**config.mk**
```make
export PLATFORM = sky130hd
export DESIGN_NAME = jlc_sync_select
export DESIGN_NICKNAME = d
export VERILOG_FILES = /design/src/verilog/jlc_pkg.sv /design/src/verilog/jlc_sync_select.sv
export SDC_FILE = /design/constraint.sdc
export NUM_CORES = 1
export LEC_CHECK = 0
export BUFFER_PORTS_ARGS = -buffer_cell sky130_fd_sc_hd__buf_4
export CORE_AREA = 5 5 42 44
export DETAILED_ROUTE_END_ITERATION = 8
export DIE_AREA = 0 0 47 49
export PLACE_DENSITY_LB_ADDON = 0.1
export SLEW_MARGIN = 20
export SYNTH_ARGS = -nofsm -noshare
export SYNTH_HDL_FRONTEND = slang
export SYNTH_SLANG_ARGS = --single-unit
```
**constraint.sdc**
```tcl
create_clock -name pclk -period 1.2 [get_ports pclk]
set_input_delay 0.3 -clock pclk [delete_from_list [all_inputs] [get_ports pclk]]
set_output_delay 0.3 -clock pclk [all_outputs]
set_load 0.005 [all_outputs]
```
**src/verilog/jlc_pkg.sv**
```systemverilog
/*
 * Shared constants and types for the link control and test block.
 * Assumes a 20 MHz APB clock and 32-bit APB data.
 */
package jlc_pkg;

	localparam int          APB_ADDR_W     = 12;
	localparam int          APB_DATA_W     = 32;
	localparam int          CLK_PERIOD_NS  = 50;

	// Register indices; byte address is four times the index
	localparam logic [9:0]  IDX_SW_SYNC    = 10'h203;
	localparam logic [9:0]  IDX_LINK_CTRL  = 10'h204;
	localparam logic [9:0]  IDX_TEST_SEL   = 10'h205;
	localparam logic [9:0]  IDX_DEVICE_ID  = 10'h206;
	localparam logic [9:0]  IDX_STATUS     = 10'h20A;

	localparam logic [7:0]  SW_SYNC_RST    = 8'h01;
	localparam logic [7:0]  LINK_CTRL_RST  = 8'h03;
	localparam logic [7:0]  TEST_SEL_RST   = 8'h00;
	localparam logic [7:0]  DEVICE_ID_RST  = 8'h00;

	localparam int          CTRL_UPPER_BIT = 4;
	localparam int          CTRL_SYNC_LSB  = 2;
	localparam int          CTRL_ENC_BIT   = 1;
	localparam int          CTRL_SCR_BIT   = 0;
	localparam int          CTRL_FIELD_W   = 5;
	localparam int          TEST_FIELD_W   = 5;

	localparam int          LANE_UPPER_BASE = 4;
	localparam logic [3:0]  LANE_UPPER_MAXL = 4'h4;
	localparam logic [1:0]  ILA_DID_MFRAME  = 2'h1;
	localparam logic [15:0] CLOCK_PATTERN   = 16'h00FF;

	typedef enum logic [1:0] {
		SYNC_SRC_SE   = 2'h0,
		SYNC_SRC_TS   = 2'h1,
		SYNC_SRC_SW   = 2'h2,
		SYNC_SRC_RSVD = 2'h3
	} jlc_sync_src_e;

	typedef enum logic [4:0] {
		TP_NORMAL    = 5'h00,
		TP_PRBS7     = 5'h01,
		TP_PRBS15    = 5'h02,
		TP_PRBS23    = 5'h03,
		TP_RAMP      = 5'h04,
		TP_TRANSPORT = 5'h05,
		TP_D215      = 5'h06,
		TP_K285      = 5'h07,
		TP_ILA       = 5'h08,
		TP_RPAT      = 5'h09,
		TP_HOLD_LOW  = 5'h0A,
		TP_HOLD_HIGH = 5'h0B,
		TP_PRBS9     = 5'h0D,
		TP_PRBS31    = 5'h0E,
		TP_CLOCK     = 5'h0F,
		TP_K287      = 5'h10
	} jlc_test_e;

	// Field order matches the control register bits 4:0
	typedef struct packed {
		logic          upper_lane_map;
		jlc_sync_src_e sync_source;
		logic          sample_encoding;
		logic          scrambler_enable;
	} jlc_cfg_s;

endpackage

```
**src/verilog/jlc_sync_select.sv**
```systemverilog
/*
 * Sync request source selection with pin synchronisers.
 * Assumes both sync pins are asynchronous, active low, and that the
 * software bit and selector come from flops on pclk.
 */
`timescale 1ns/100ps
module jlc_sync_select (
	input  wire logic                  pclk,
	input  wire logic                  presetn,
	input  wire logic                  single_ended_sync_n_pin,
	input  wire logic                  timestamp_sync_n_pin,
	input  wire logic                  timestamp_receiver_enable,
	input  wire jlc_pkg::jlc_sync_src_e sync_source,
	input  wire logic                  software_sync_request,
	output logic                       sync_request,
	output logic                       pin_sync_n
);
	import jlc_pkg::*;

	logic [1:0] se_ff_r;
	logic [1:0] ts_ff_r;
	logic       pin_n;

	// Idle high so a fresh reset never shows a false request
	always_ff @(posedge pclk or negedge presetn) begin
		if (!presetn) begin
			se_ff_r <= 2'h3;
			ts_ff_r <= 2'h3;
		end else begin
			se_ff_r <= {se_ff_r[0], single_ended_sync_n_pin};
			ts_ff_r <= {ts_ff_r[0], timestamp_sync_n_pin};
		end
	end

	// Timestamp receiver off means the pin cannot be heard
	always_comb begin
		case (sync_source)
			SYNC_SRC_TS: pin_n = ts_ff_r[1] | ~timestamp_receiver_enable;
			SYNC_SRC_SW: pin_n = 1'b1;
			default:     pin_n = se_ff_r[1];
		endcase
	end

	always_ff @(posedge pclk or negedge presetn) begin
		if (!presetn) begin
			sync_request <= 1'b0;
			pin_sync_n   <= 1'b1;
		end else begin
			sync_request <= ~pin_n | ~software_sync_request;
			pin_sync_n   <= pin_n;
		end
	end
endmodule

```
* After elaboration in Yosys (flattened, before gate mapping)
Index checks and enable logic that the tools add are counted.
** Storage, ports and cells
- Memories kept :: 0
- Logic and storage cells :: 12
- Output and inout bits :: 2
- Memory bits (read-only) :: 0
- Input bits :: 8
- Bits in registers :: 6
- Latch bits :: 0
- Memory bits (writable) :: 0
** Cells by class
- Divide/modulo/power cells :: 0
- Reduce and logical (&&, ||, !) cells :: 0
- Multiply operators :: 0
- Add/sub/neg operators :: 0
- Shifts and indexed selects :: 0
- Equality and inequality tests :: 2
- Magnitude comparators :: 0
- Mux-type cells :: 1
- Bitwise gates (word level) :: 5
** Operators by type and width (number)
- $not 1->1 :: 3
- $eq 2x1->1 const B :: 1
- $eq 2x2->1 const B :: 1
- $or 1x1->1 :: 2
- $pmux 1 s2 :: 1

* Longest topological paths before layout
Gate-level depths: netlist (run 1).
- Word-level depth :: 5
- Gate-level depth with buffers :: 4
- Gate-level depth less buffers :: 4

* Worst setup path before layout (run 1)
No wires, ideal clock.
- Kind :: input port to flip-flop
- From :: input sync_source[0]
- To :: register sync_request
- Data required time :: 1076 ps
- Setup time :: 124 ps
- Arrival time :: 957 ps
- Buffers on the path :: 0
- Stages on the path :: 3
- Setup slack :: 119 ps
- Path through :: inv_1 -> ha_1 -> a211o_2
** Between the ends
- Longest elaborated chain between the ends :: 4
- Elaborated cells on any way between the ends :: 5
- Classes of those cells :: 2 x eq/ne; 1 x mux; 2 x bitwise
** Ends and longest elaborated chain
- from (decl) :: line jlc_sync_select.sv:13 : input wire jlc_pkg::jlc_sync_src_e sync_source,
- $eq 2x2->1 or $eq 2x1->1 (tied branches) :: line jlc_sync_select.sv:37 : case (sync_source)
- $pmux 1 s2 * :: line jlc_sync_select.sv:37
- $not 1->1 * :: line jlc_sync_select.sv:49 : sync_request <= ~pin_n | ~software_sync_request;
- $or 1x1->1 * :: line jlc_sync_select.sv:49
- to (signal assigned) :: line jlc_sync_select.sv:49
- to (decl) :: line jlc_sync_select.sv:15 : output logic sync_request,
Mark *: on every way between the ends. The rest lies on a longest branch, timed or not.

* Worst setup path in the final report (run 1)
- From :: register pin_sync_n
- To :: output pin_sync_n
** RTL lines
- from (decl) :: line jlc_sync_select.sv:16 : output logic pin_sync_n
- from (signal assigned) :: line jlc_sync_select.sv:50 : pin_sync_n <= pin_n;
No word-level cell between the ends.

==> results.sh, run 1 <==
export IMPL_outcome="completed"
export IMPL_final_cell_mix="buf_4 (9), dfstp_2 (5), inv_1 (4)"
export IMPL_swShare_pct=19.2
export IMPL_cts_resized=0
export IMPL_synth_top_area_share_pct=57.1
export IMPL_grt_pass1_wl_um=614
export IMPL_setup_violations=0
export IMPL_crit_family="flip-flops"
export IMPL_rsz0062_at_grt="no"
export IMPL_syn_to_final_growth_pct=53.8
export IMPL_drc=0
export IMPL_cts_sinks=6
export IMPL_finClkSkew_ns=0.00501
export IMPL_start_util_pct=16.4
export IMPL_combPwrFrac_pct=12.3
export IMPL_post_route_util_pct=25.3
export IMPL_power_mw=0.480
export IMPL_grt_use_total_pct=3.90
export IMPL_avgSynthCellArea_um2=14.4
export IMPL_hold_viol=0
export IMPL_critPathKind="reg -> out"
export IMPL_grt_max_degree=7
export IMPL_fin_crit_ns=1.14
export IMPL_htree_levels=1
export IMPL_clockPowerShare_pct=40.0
export IMPL_critPathBufInv=1
export IMPL_final_common_cell="buf_4"
export IMPL_p_per_area_nw_per_um2=1360
export IMPL_dieHeight_um=49
export IMPL_drtAntennaViolNets=0
export IMPL_detail_route_first_pass_iterations=2
export IMPL_finalCritPeriodShare_pct=94.8
export IMPL_max_cap_viol_count=0
export IMPL_peakVddDrop_v=0.000418
export IMPL_ys_ff_latch=6
export IMPL_post_drt_via_cell_ratio=3.35
export IMPL_cp_slowest_cell="dfstp_2"
export IMPL_syn_num_nets=26
export IMPL_syn_area_um2=230
export IMPL_synth_area_top_cells="dfstp_2 (57%), dfrtp_1 (11%), ha_1 (11%)"
export IMPL_regArea_um2=156
export IMPL_ys_warn_count=0
export IMPL_insertion_delay_ns=0.24
export IMPL_maxSlewViolCount=0
export IMPL_overflow=0
export IMPL_dieArea_um2=2300
export IMPL_slowest_delay_ns=0.51
export IMPL_internal_power_mw=0.388
export IMPL_antenna_cells=0
export IMPL_grt_pass1_vias=178
export IMPL_worstSetupEndpointType="output pin"
export IMPL_antenna_found_initial=0
export IMPL_portBuffers=9
export IMPL_drt_wl_total_um=361
export IMPL_layout_nets=41
export IMPL_seq_area_frac_synth_pct=67.9
export IMPL_fmax_mhz=879
export IMPL_drive_gt1_share_pct=63.3
export IMPL_multiInputGateArea_um2=58.8
export IMPL_crit_chain="buf_4"
export IMPL_cts_setup_buffers=0
export IMPL_p_seq_share_pct=47.7
export IMPL_min_path_type="in -> reg"
export IMPL_cts_buffer_depth=2
export IMPL_chipWidth_um=47
export IMPL_synth_distinct_cells=8
export IMPL_syn_inst=16
export IMPL_relSlewSlack_pct=87.2
export IMPL_tightest_slew_ns=0.192
export IMPL_worstPathRequired_ns=0.90
export IMPL_placeableCoreArea_um2=1400
export IMPL_crit_fanout=1
export IMPL_wl_per_cell_um=7.85
export IMPL_clk_pin_slew_ns=0.05
export IMPL_fillers=163
export IMPL_p_leak_nw=0.171
export IMPL_cts_buffers=3
export IMPL_drtIter0Drc=1
export IMPL_p_switching_mw=0.0924
export IMPL_via_count=154
export IMPL_worstPathArrival_ns=0.84
export IMPL_cts_tree="yes"
export IMPL_crit_path_start_kind="register"
export IMPL_rows=14
export IMPL_synth_top_area_cell="dfstp_2"
export IMPL_place_congestion=0.572
export IMPL_io_pins=10
export IMPL_cts_root_buf="clkbuf_4"
path summary, 6_finish.rpt:
check | end | slack, ns | start | depth (start not counted)
max | pin_sync_n | 0.06 | pin_sync_n | 1
min | se_ff_r[0] | 0.17 | single_ended_sync_n_pin | 1
max reg2reg | sync_request | 0.13 | ts_ff_r[1] | 3
min reg2reg | ts_ff_r[1] | 0.35 | ts_ff_r[0] | 0
max in group asynchronous | ts_ff_r[0] | 0.60 | presetn | 2
min in group asynchronous | sync_request | 0.40 | presetn | 2
timing repair:
action                                  CTS  global route
endpoints found under the setup margin    0             0
endpoints found under the hold margin     1             0
hold buffers                              1             0
layout make-up:
class,instances,share of cell area [%]
Clock buffer,4,7.42
Sequential cell,6,44.2
Tap cell,16,5.65
Inverter,4,4.24
Multi-Input combinational cell,6,16.6
Timing Repair Buffer,10,21.9
metrics by stage:
step | setup TNS, ns | instances | setup slack (ns) | instance area (µm²) | hold slack, ns
floorplan | 0 | 16 | 0.119 | 230 | 0.00441
global placement | 0 | 41 | 0.00453 | 318 | 0.108
detailed placement | -0.00670 | 41 | -0.00670 | 318 | 0.111
CTS | 0 | 46 | 0.0439 | 354 | 0.155
global route | 0 | 46 | 0.0339 | 354 | 0.154
finish | 0 | 46 | 0.0623 | 354 | 0.166
sequential cells by signal, indices dropped and copies added (netlist names):
signal / count
sync_request: 1
se_ff_r: 2
pin_sync_n: 1
ts_ff_r: 2
Yosys cell counts:
cell,count
dfstp_2,5
a21oi_1,1
ha_1,2
a211oi_2,1
inv_1,4
nand2b_1,1
a211o_2,1
dfrtp_1,1
per-layer routing:
layer	GRT usage [%]	share of wire, %	vias up	wire, µm
met2	5.43	52	7	186
li1	-	-	78	-
met5	0	0	-	0
met4	4.15	0	0	0
met1	4.25	35	69	125
met3	1.11	13	0	48
cell families after synthesis:
| family | after synthesis | synth area share, % |
|---|---|---|
| compound gates | 3 | 12.0 |
| fa+ha+maj | 2 | 10.9 |
| simple gates | 1 | 2.72 |
| flops | 6 | 67.9 |
| buf+inv | 4 | 6.52 |
power by group through the flow:
stage / Combinational, mW / Sequential (mW) / Clock (mW)
6_report: 0.0591 / 0.229 / 0.192
5_1_grt: 0.0667 / 0.230 / 0.221
4_1_cts: 0.0614 / 0.229 / 0.206
3_5_place_dp: 0.0587 / 0.232 / 0
3_3_place_gp: 0.0576 / 0.231 / 0
2_1_floorplan: 0.0202 / 0.232 / 0
Power figures use the tool's default switching activity.
==> inputs of run 2 (changes only) <==
PLACE_DENSITY_LB_ADDON = 0.3   (was 0.1)
==> results.sh, run 2 (synthesis results as in run 1) <==
export IMPL_grt_use_total_pct=4.97
export IMPL_clockPowerShare_pct=41.2
export IMPL_drtAntennaViolNets=0
export IMPL_tightest_slew_ns=0.196
export IMPL_internal_power_mw=0.391
export IMPL_maxSlewViolCount=0
export IMPL_worstPathRequired_ns=0.90
export IMPL_p_leak_nw=0.173
export IMPL_outcome="completed"
export IMPL_p_per_area_nw_per_um2=1390
export IMPL_cts_setup_buffers=0
export IMPL_grt_pass1_wl_um=696
export IMPL_wl_per_cell_um=9.20
export IMPL_chipWidth_um=47
export IMPL_portBuffers=9
export IMPL_cp_depth=1
export IMPL_max_cap_viol_count=0
export IMPL_antenna_found_initial=0
export IMPL_finalCritPeriodShare_pct=96.5
export IMPL_antenna_cells=0
export IMPL_worstPathArrival_ns=0.86
export IMPL_hold_path_depth=1
export IMPL_grt_pass1_vias=187
export IMPL_insertion_delay_ns=0.25
export IMPL_combPwrFrac_pct=12.5
export IMPL_peakVddDrop_v=0.000507
export IMPL_fin_crit_ns=1.16
export IMPL_rsz0062_at_grt="no"
export IMPL_power_mw=0.497
export IMPL_overflow=0
export IMPL_start_util_pct=16.4
export IMPL_grt_max_degree=7
export IMPL_worst_slack_ns=0.0425
export IMPL_rows=14
export IMPL_slowest_delay_ns=0.52
export IMPL_clk_pin_slew_ns=0.05
export IMPL_drt_wl_total_um=423
export IMPL_place_congestion=0.699
export IMPL_syn_to_final_growth_pct=55.4
export IMPL_holdCritStartpoint="single_ended_sync_n_pin"
export IMPL_min_path_type="in -> reg"
export IMPL_cts_root_buf="clkbuf_4"
export IMPL_post_drt_via_cell_ratio=3.59
export IMPL_crit_fanout=1
export IMPL_cts_buffer_depth=2
export IMPL_final_common_cell="buf_4"
export IMPL_setup_tns_ns=0
export IMPL_crit_chain="buf_6"
export IMPL_reg_largest_list="se_ff_r x2, ts_ff_r x2"
export IMPL_critPathLaunch="pin_sync_n"
export IMPL_p_seq_share_pct=46.2
export IMPL_place_ws_ns=-0.0102
export IMPL_cp_slowest_cell="dfstp_2"
export IMPL_rr_worst_depth=3
export IMPL_htree_levels=1
export IMPL_cts_tree="yes"
export IMPL_cts_buffers=3
export IMPL_io_pins=10
export IMPL_finClkSkew_ns=0.0121
export IMPL_swShare_pct=21.3
export IMPL_crit_path_start_kind="register"
export IMPL_crit_family="flip-flops"
export IMPL_placeableCoreArea_um2=1400
export IMPL_relSlewSlack_pct=86.9
export IMPL_dieHeight_um=49
export IMPL_dieArea_um2=2300
export IMPL_drive_gt1_share_pct=63.3
export IMPL_drc=0
export IMPL_p_switching_mw=0.106
export IMPL_fmax_mhz=864
export IMPL_reg2reg_from="ts_ff_r[1]"
export IMPL_critPathBufInv=1
export IMPL_setup_violations=0
export IMPL_fin_cells=46
export IMPL_cts_sinks=6
export IMPL_dp_cells=41
export IMPL_critPathKind="reg -> out"
export IMPL_hold_viol=0
export IMPL_worstSetupEndpointType="output pin"
export IMPL_final_cell_mix="buf_4 (8), dfstp_2 (5), inv_1 (4)"
export IMPL_layout_nets=41
export IMPL_drtIter0Drc=3
export IMPL_via_count=165
export IMPL_detail_route_first_pass_iterations=3
export IMPL_post_route_util_pct=25.5
-- run 2: area by class of cell --
| class | instances | area (µm²) |
|---|---|---|
| Sequential cell | 6 | 156 |
| Multi-Input combinational cell | 6 | 58.8 |
| Clock buffer | 4 | 26.3 |
| Inverter | 4 | 15.0 |
| Timing Repair Buffer | 10 | 81.3 |
| Fill cell | 160 | 1040 |
| Tap cell | 16 | 20.0 |
-- run 2: routing by layer --
metal | part of all wire, % | vias to the layer above | GRT usage, %
met1 | 31 | 72 | 4.28
li1 | - | 78 | -
met3 | 25 | 2 | 5.54
met2 | 39 | 13 | 6.11
met5 | 0 | - | 0
met4 | 3.8 | 0 | 4.15
-- run 2: power by group through the flow --
stage	Sequential, mW	Combinational [mW]	Clock (mW)
global route	0.231	0.0700	0.230
CTS	0.229	0.0613	0.219
global placement	0.231	0.0559	0
finish	0.230	0.0622	0.205
detailed placement	0.232	0.0588	0
floorplan	0.232	0.0202	0
-- run 2: worst paths after layout --
path	slack (ns)	to
min reg2reg	0.34	ts_ff_r[1]
max in group asynchronous	0.61	se_ff_r[1]
max reg2reg	0.14	sync_request
min in group asynchronous	0.38	sync_request
max	0.04	pin_sync_n
min	0.16	se_ff_r[0]
-- run 2: timing repair --
item	4_1_cts	5_1_grt
endpoints found under the setup margin	0	1
hold buffers	1	0
hold endpoints to repair	1	0
gates resized for setup	0	1
-- run 2: metrics by stage --
step | hold slack, ns | area, µm²
2_1_floorplan | 0.00441 | 230
3_3_place_gp | 0.105 | 318
4_1_cts | 0.152 | 354
6_report | 0.163 | 358
5_1_grt | 0.148 | 358
3_5_place_dp | 0.110 | 318
==> inputs of run 3 (changes only) <==
CELL_PAD_IN_SITES_DETAIL_PLACEMENT = 1   (was not set)
CELL_PAD_IN_SITES_GLOBAL_PLACEMENT = 2   (was not set)
==> results.sh, run 3 (synthesis results as in run 1) <==
export IMPL_outcome="completed"
export IMPL_drc=0
export IMPL_drtIter0Drc=0
export IMPL_wl_per_cell_um=8.11
export IMPL_worst_slack_ns=0.0507
export IMPL_crit_family="flip-flops"
export IMPL_drt_wl_total_um=373
export IMPL_insertion_delay_ns=0.24
export IMPL_tightest_slew_ns=0.191
export IMPL_antenna_cells=0
export IMPL_reg_largest_list="se_ff_r x2, ts_ff_r x2"
export IMPL_fillers=171
export IMPL_cts_tree="yes"
export IMPL_p_per_area_nw_per_um2=1370
export IMPL_chipWidth_um=47
export IMPL_crit_path_start_kind="register"
export IMPL_hold_path_depth=1
export IMPL_start_util_pct=16.4
export IMPL_overflow=0
export IMPL_maxSlewViolCount=0
export IMPL_finalCritPeriodShare_pct=95.8
export IMPL_placeableCoreArea_um2=1400
export IMPL_slowest_delay_ns=0.51
export IMPL_final_common_cell="buf_4"
export IMPL_place_congestion=0.588
export IMPL_htree_levels=1
export IMPL_io_pins=10
export IMPL_drive_gt1_share_pct=63.3
export IMPL_worstPathRequired_ns=0.90
export IMPL_grt_pass1_vias=171
export IMPL_drtAntennaViolNets=0
export IMPL_grt_use_total_pct=4.04
export IMPL_fin_crit_ns=1.15
export IMPL_setup_violations=0
export IMPL_dieArea_um2=2300
export IMPL_antenna_found_initial=0
export IMPL_rows=14
export IMPL_cp_depth=1
export IMPL_place_area_um2=318
export IMPL_p_leak_nw=0.171
export IMPL_rsz0062_at_grt="no"
export IMPL_grt_pass1_wl_um=586
export IMPL_cts_buffers=3
export IMPL_peakVddDrop_v=0.000434
export IMPL_final_cell_mix="buf_4 (9), dfstp_2 (5), inv_1 (4)"
export IMPL_cts_root_buf="clkbuf_4"
export IMPL_rr_worst_depth=3
export IMPL_via_count=164
export IMPL_min_path_type="in -> reg"
export IMPL_place_ws_ns=-0.0195
export IMPL_syn_to_final_growth_pct=53.8
export IMPL_portBuffers=9
export IMPL_layout_nets=41
export IMPL_worstSetupEndpointType="output pin"
export IMPL_cts_sinks=6
export IMPL_clk_pin_slew_ns=0.05
export IMPL_cts_setup_buffers=0
export IMPL_cp_slowest_cell="dfstp_2"
export IMPL_grt_max_degree=7
export IMPL_timing_hold_ws_ns=0.162
export IMPL_critPathBufInv=1
export IMPL_dieHeight_um=49
export IMPL_hold_viol=0
export IMPL_fmax_mhz=870
export IMPL_cts_buffer_depth=2
export IMPL_critPathKind="reg -> out"
export IMPL_finClkSkew_ns=0.00443
export IMPL_worstPathArrival_ns=0.85
export IMPL_detail_route_first_pass_iterations=1
export IMPL_relSlewSlack_pct=87.3
export IMPL_post_drt_via_cell_ratio=3.57
export IMPL_postLayoutCellArea_um2=354
export IMPL_max_cap_viol_count=0
export IMPL_crit_fanout=1
export IMPL_crit_chain="buf_4"
==> run 3: layer usage <==
| layer | up-vias | track usage [%] | part of all wire [%] |
|---|---|---|---|
| met5 | - | 0 | 0 |
| met4 | 0 | 5.53 | 4.0 |
| met3 | 2 | 2.58 | 15 |
| met2 | 9 | 5.66 | 50 |
| met1 | 76 | 2.91 | 30 |
| li1 | 77 | - | - |
==> run 3: report_power, final <==
group / total (mW) / switching, mW / leakage [nW] / internal [mW]
Clock: 0.195 / 0.0693 / 0.0150 / 0.126
Combinational: 0.0591 / 0.0225 / 0.0935 / 0.0366
Sequential: 0.229 / 0.00377 / 0.0629 / 0.226
Total: 0.484 / 0.0956 / 0.171 / 0.388
==> run 3: what timing repair did <==
item	CTS	global route
hold buffers	1	0
setup endpoints to repair	0	0
gates resized for setup	0	0
endpoints found under the hold margin	1	0
==> run 3: area by class of cell <==
| cell class | instances | area (µm²) | share of cell area [%] |
|---|---|---|---|
| Timing Repair Buffer | 10 | 77.6 | 21.9 |
| Multi-Input combinational cell | 6 | 58.8 | 16.6 |
| Sequential cell | 6 | 156 | 44.2 |
| Clock buffer | 4 | 26.3 | 7.42 |
| Inverter | 4 | 15.0 | 4.24 |
| Tap cell | 16 | 20.0 | 5.65 |
==> run 3: metrics by stage <==
step           utilization, %  cells  power (mW)  setup TNS (ns)
2_1_floorplan               -     16       0.253               0
3_3_place_gp             22.7     41       0.288               0
3_5_place_dp             22.7     41       0.291         -0.0195
4_1_cts                  25.3     46       0.500               0
5_1_grt                  25.3     46       0.521               0
6_report                 25.3     46       0.484               0
==> run 3: worst paths after layout <==
check	from	to	slack, ns
setup / recovery	pin_sync_n	pin_sync_n	0.05
hold / removal	single_ended_sync_n_pin	se_ff_r[0]	0.16
setup reg to reg	ts_ff_r[1]	sync_request	0.13
hold reg to reg	ts_ff_r[0]	ts_ff_r[1]	0.35
max in group asynchronous	presetn	pin_sync_n	0.61
min in group asynchronous	presetn	sync_request	0.39
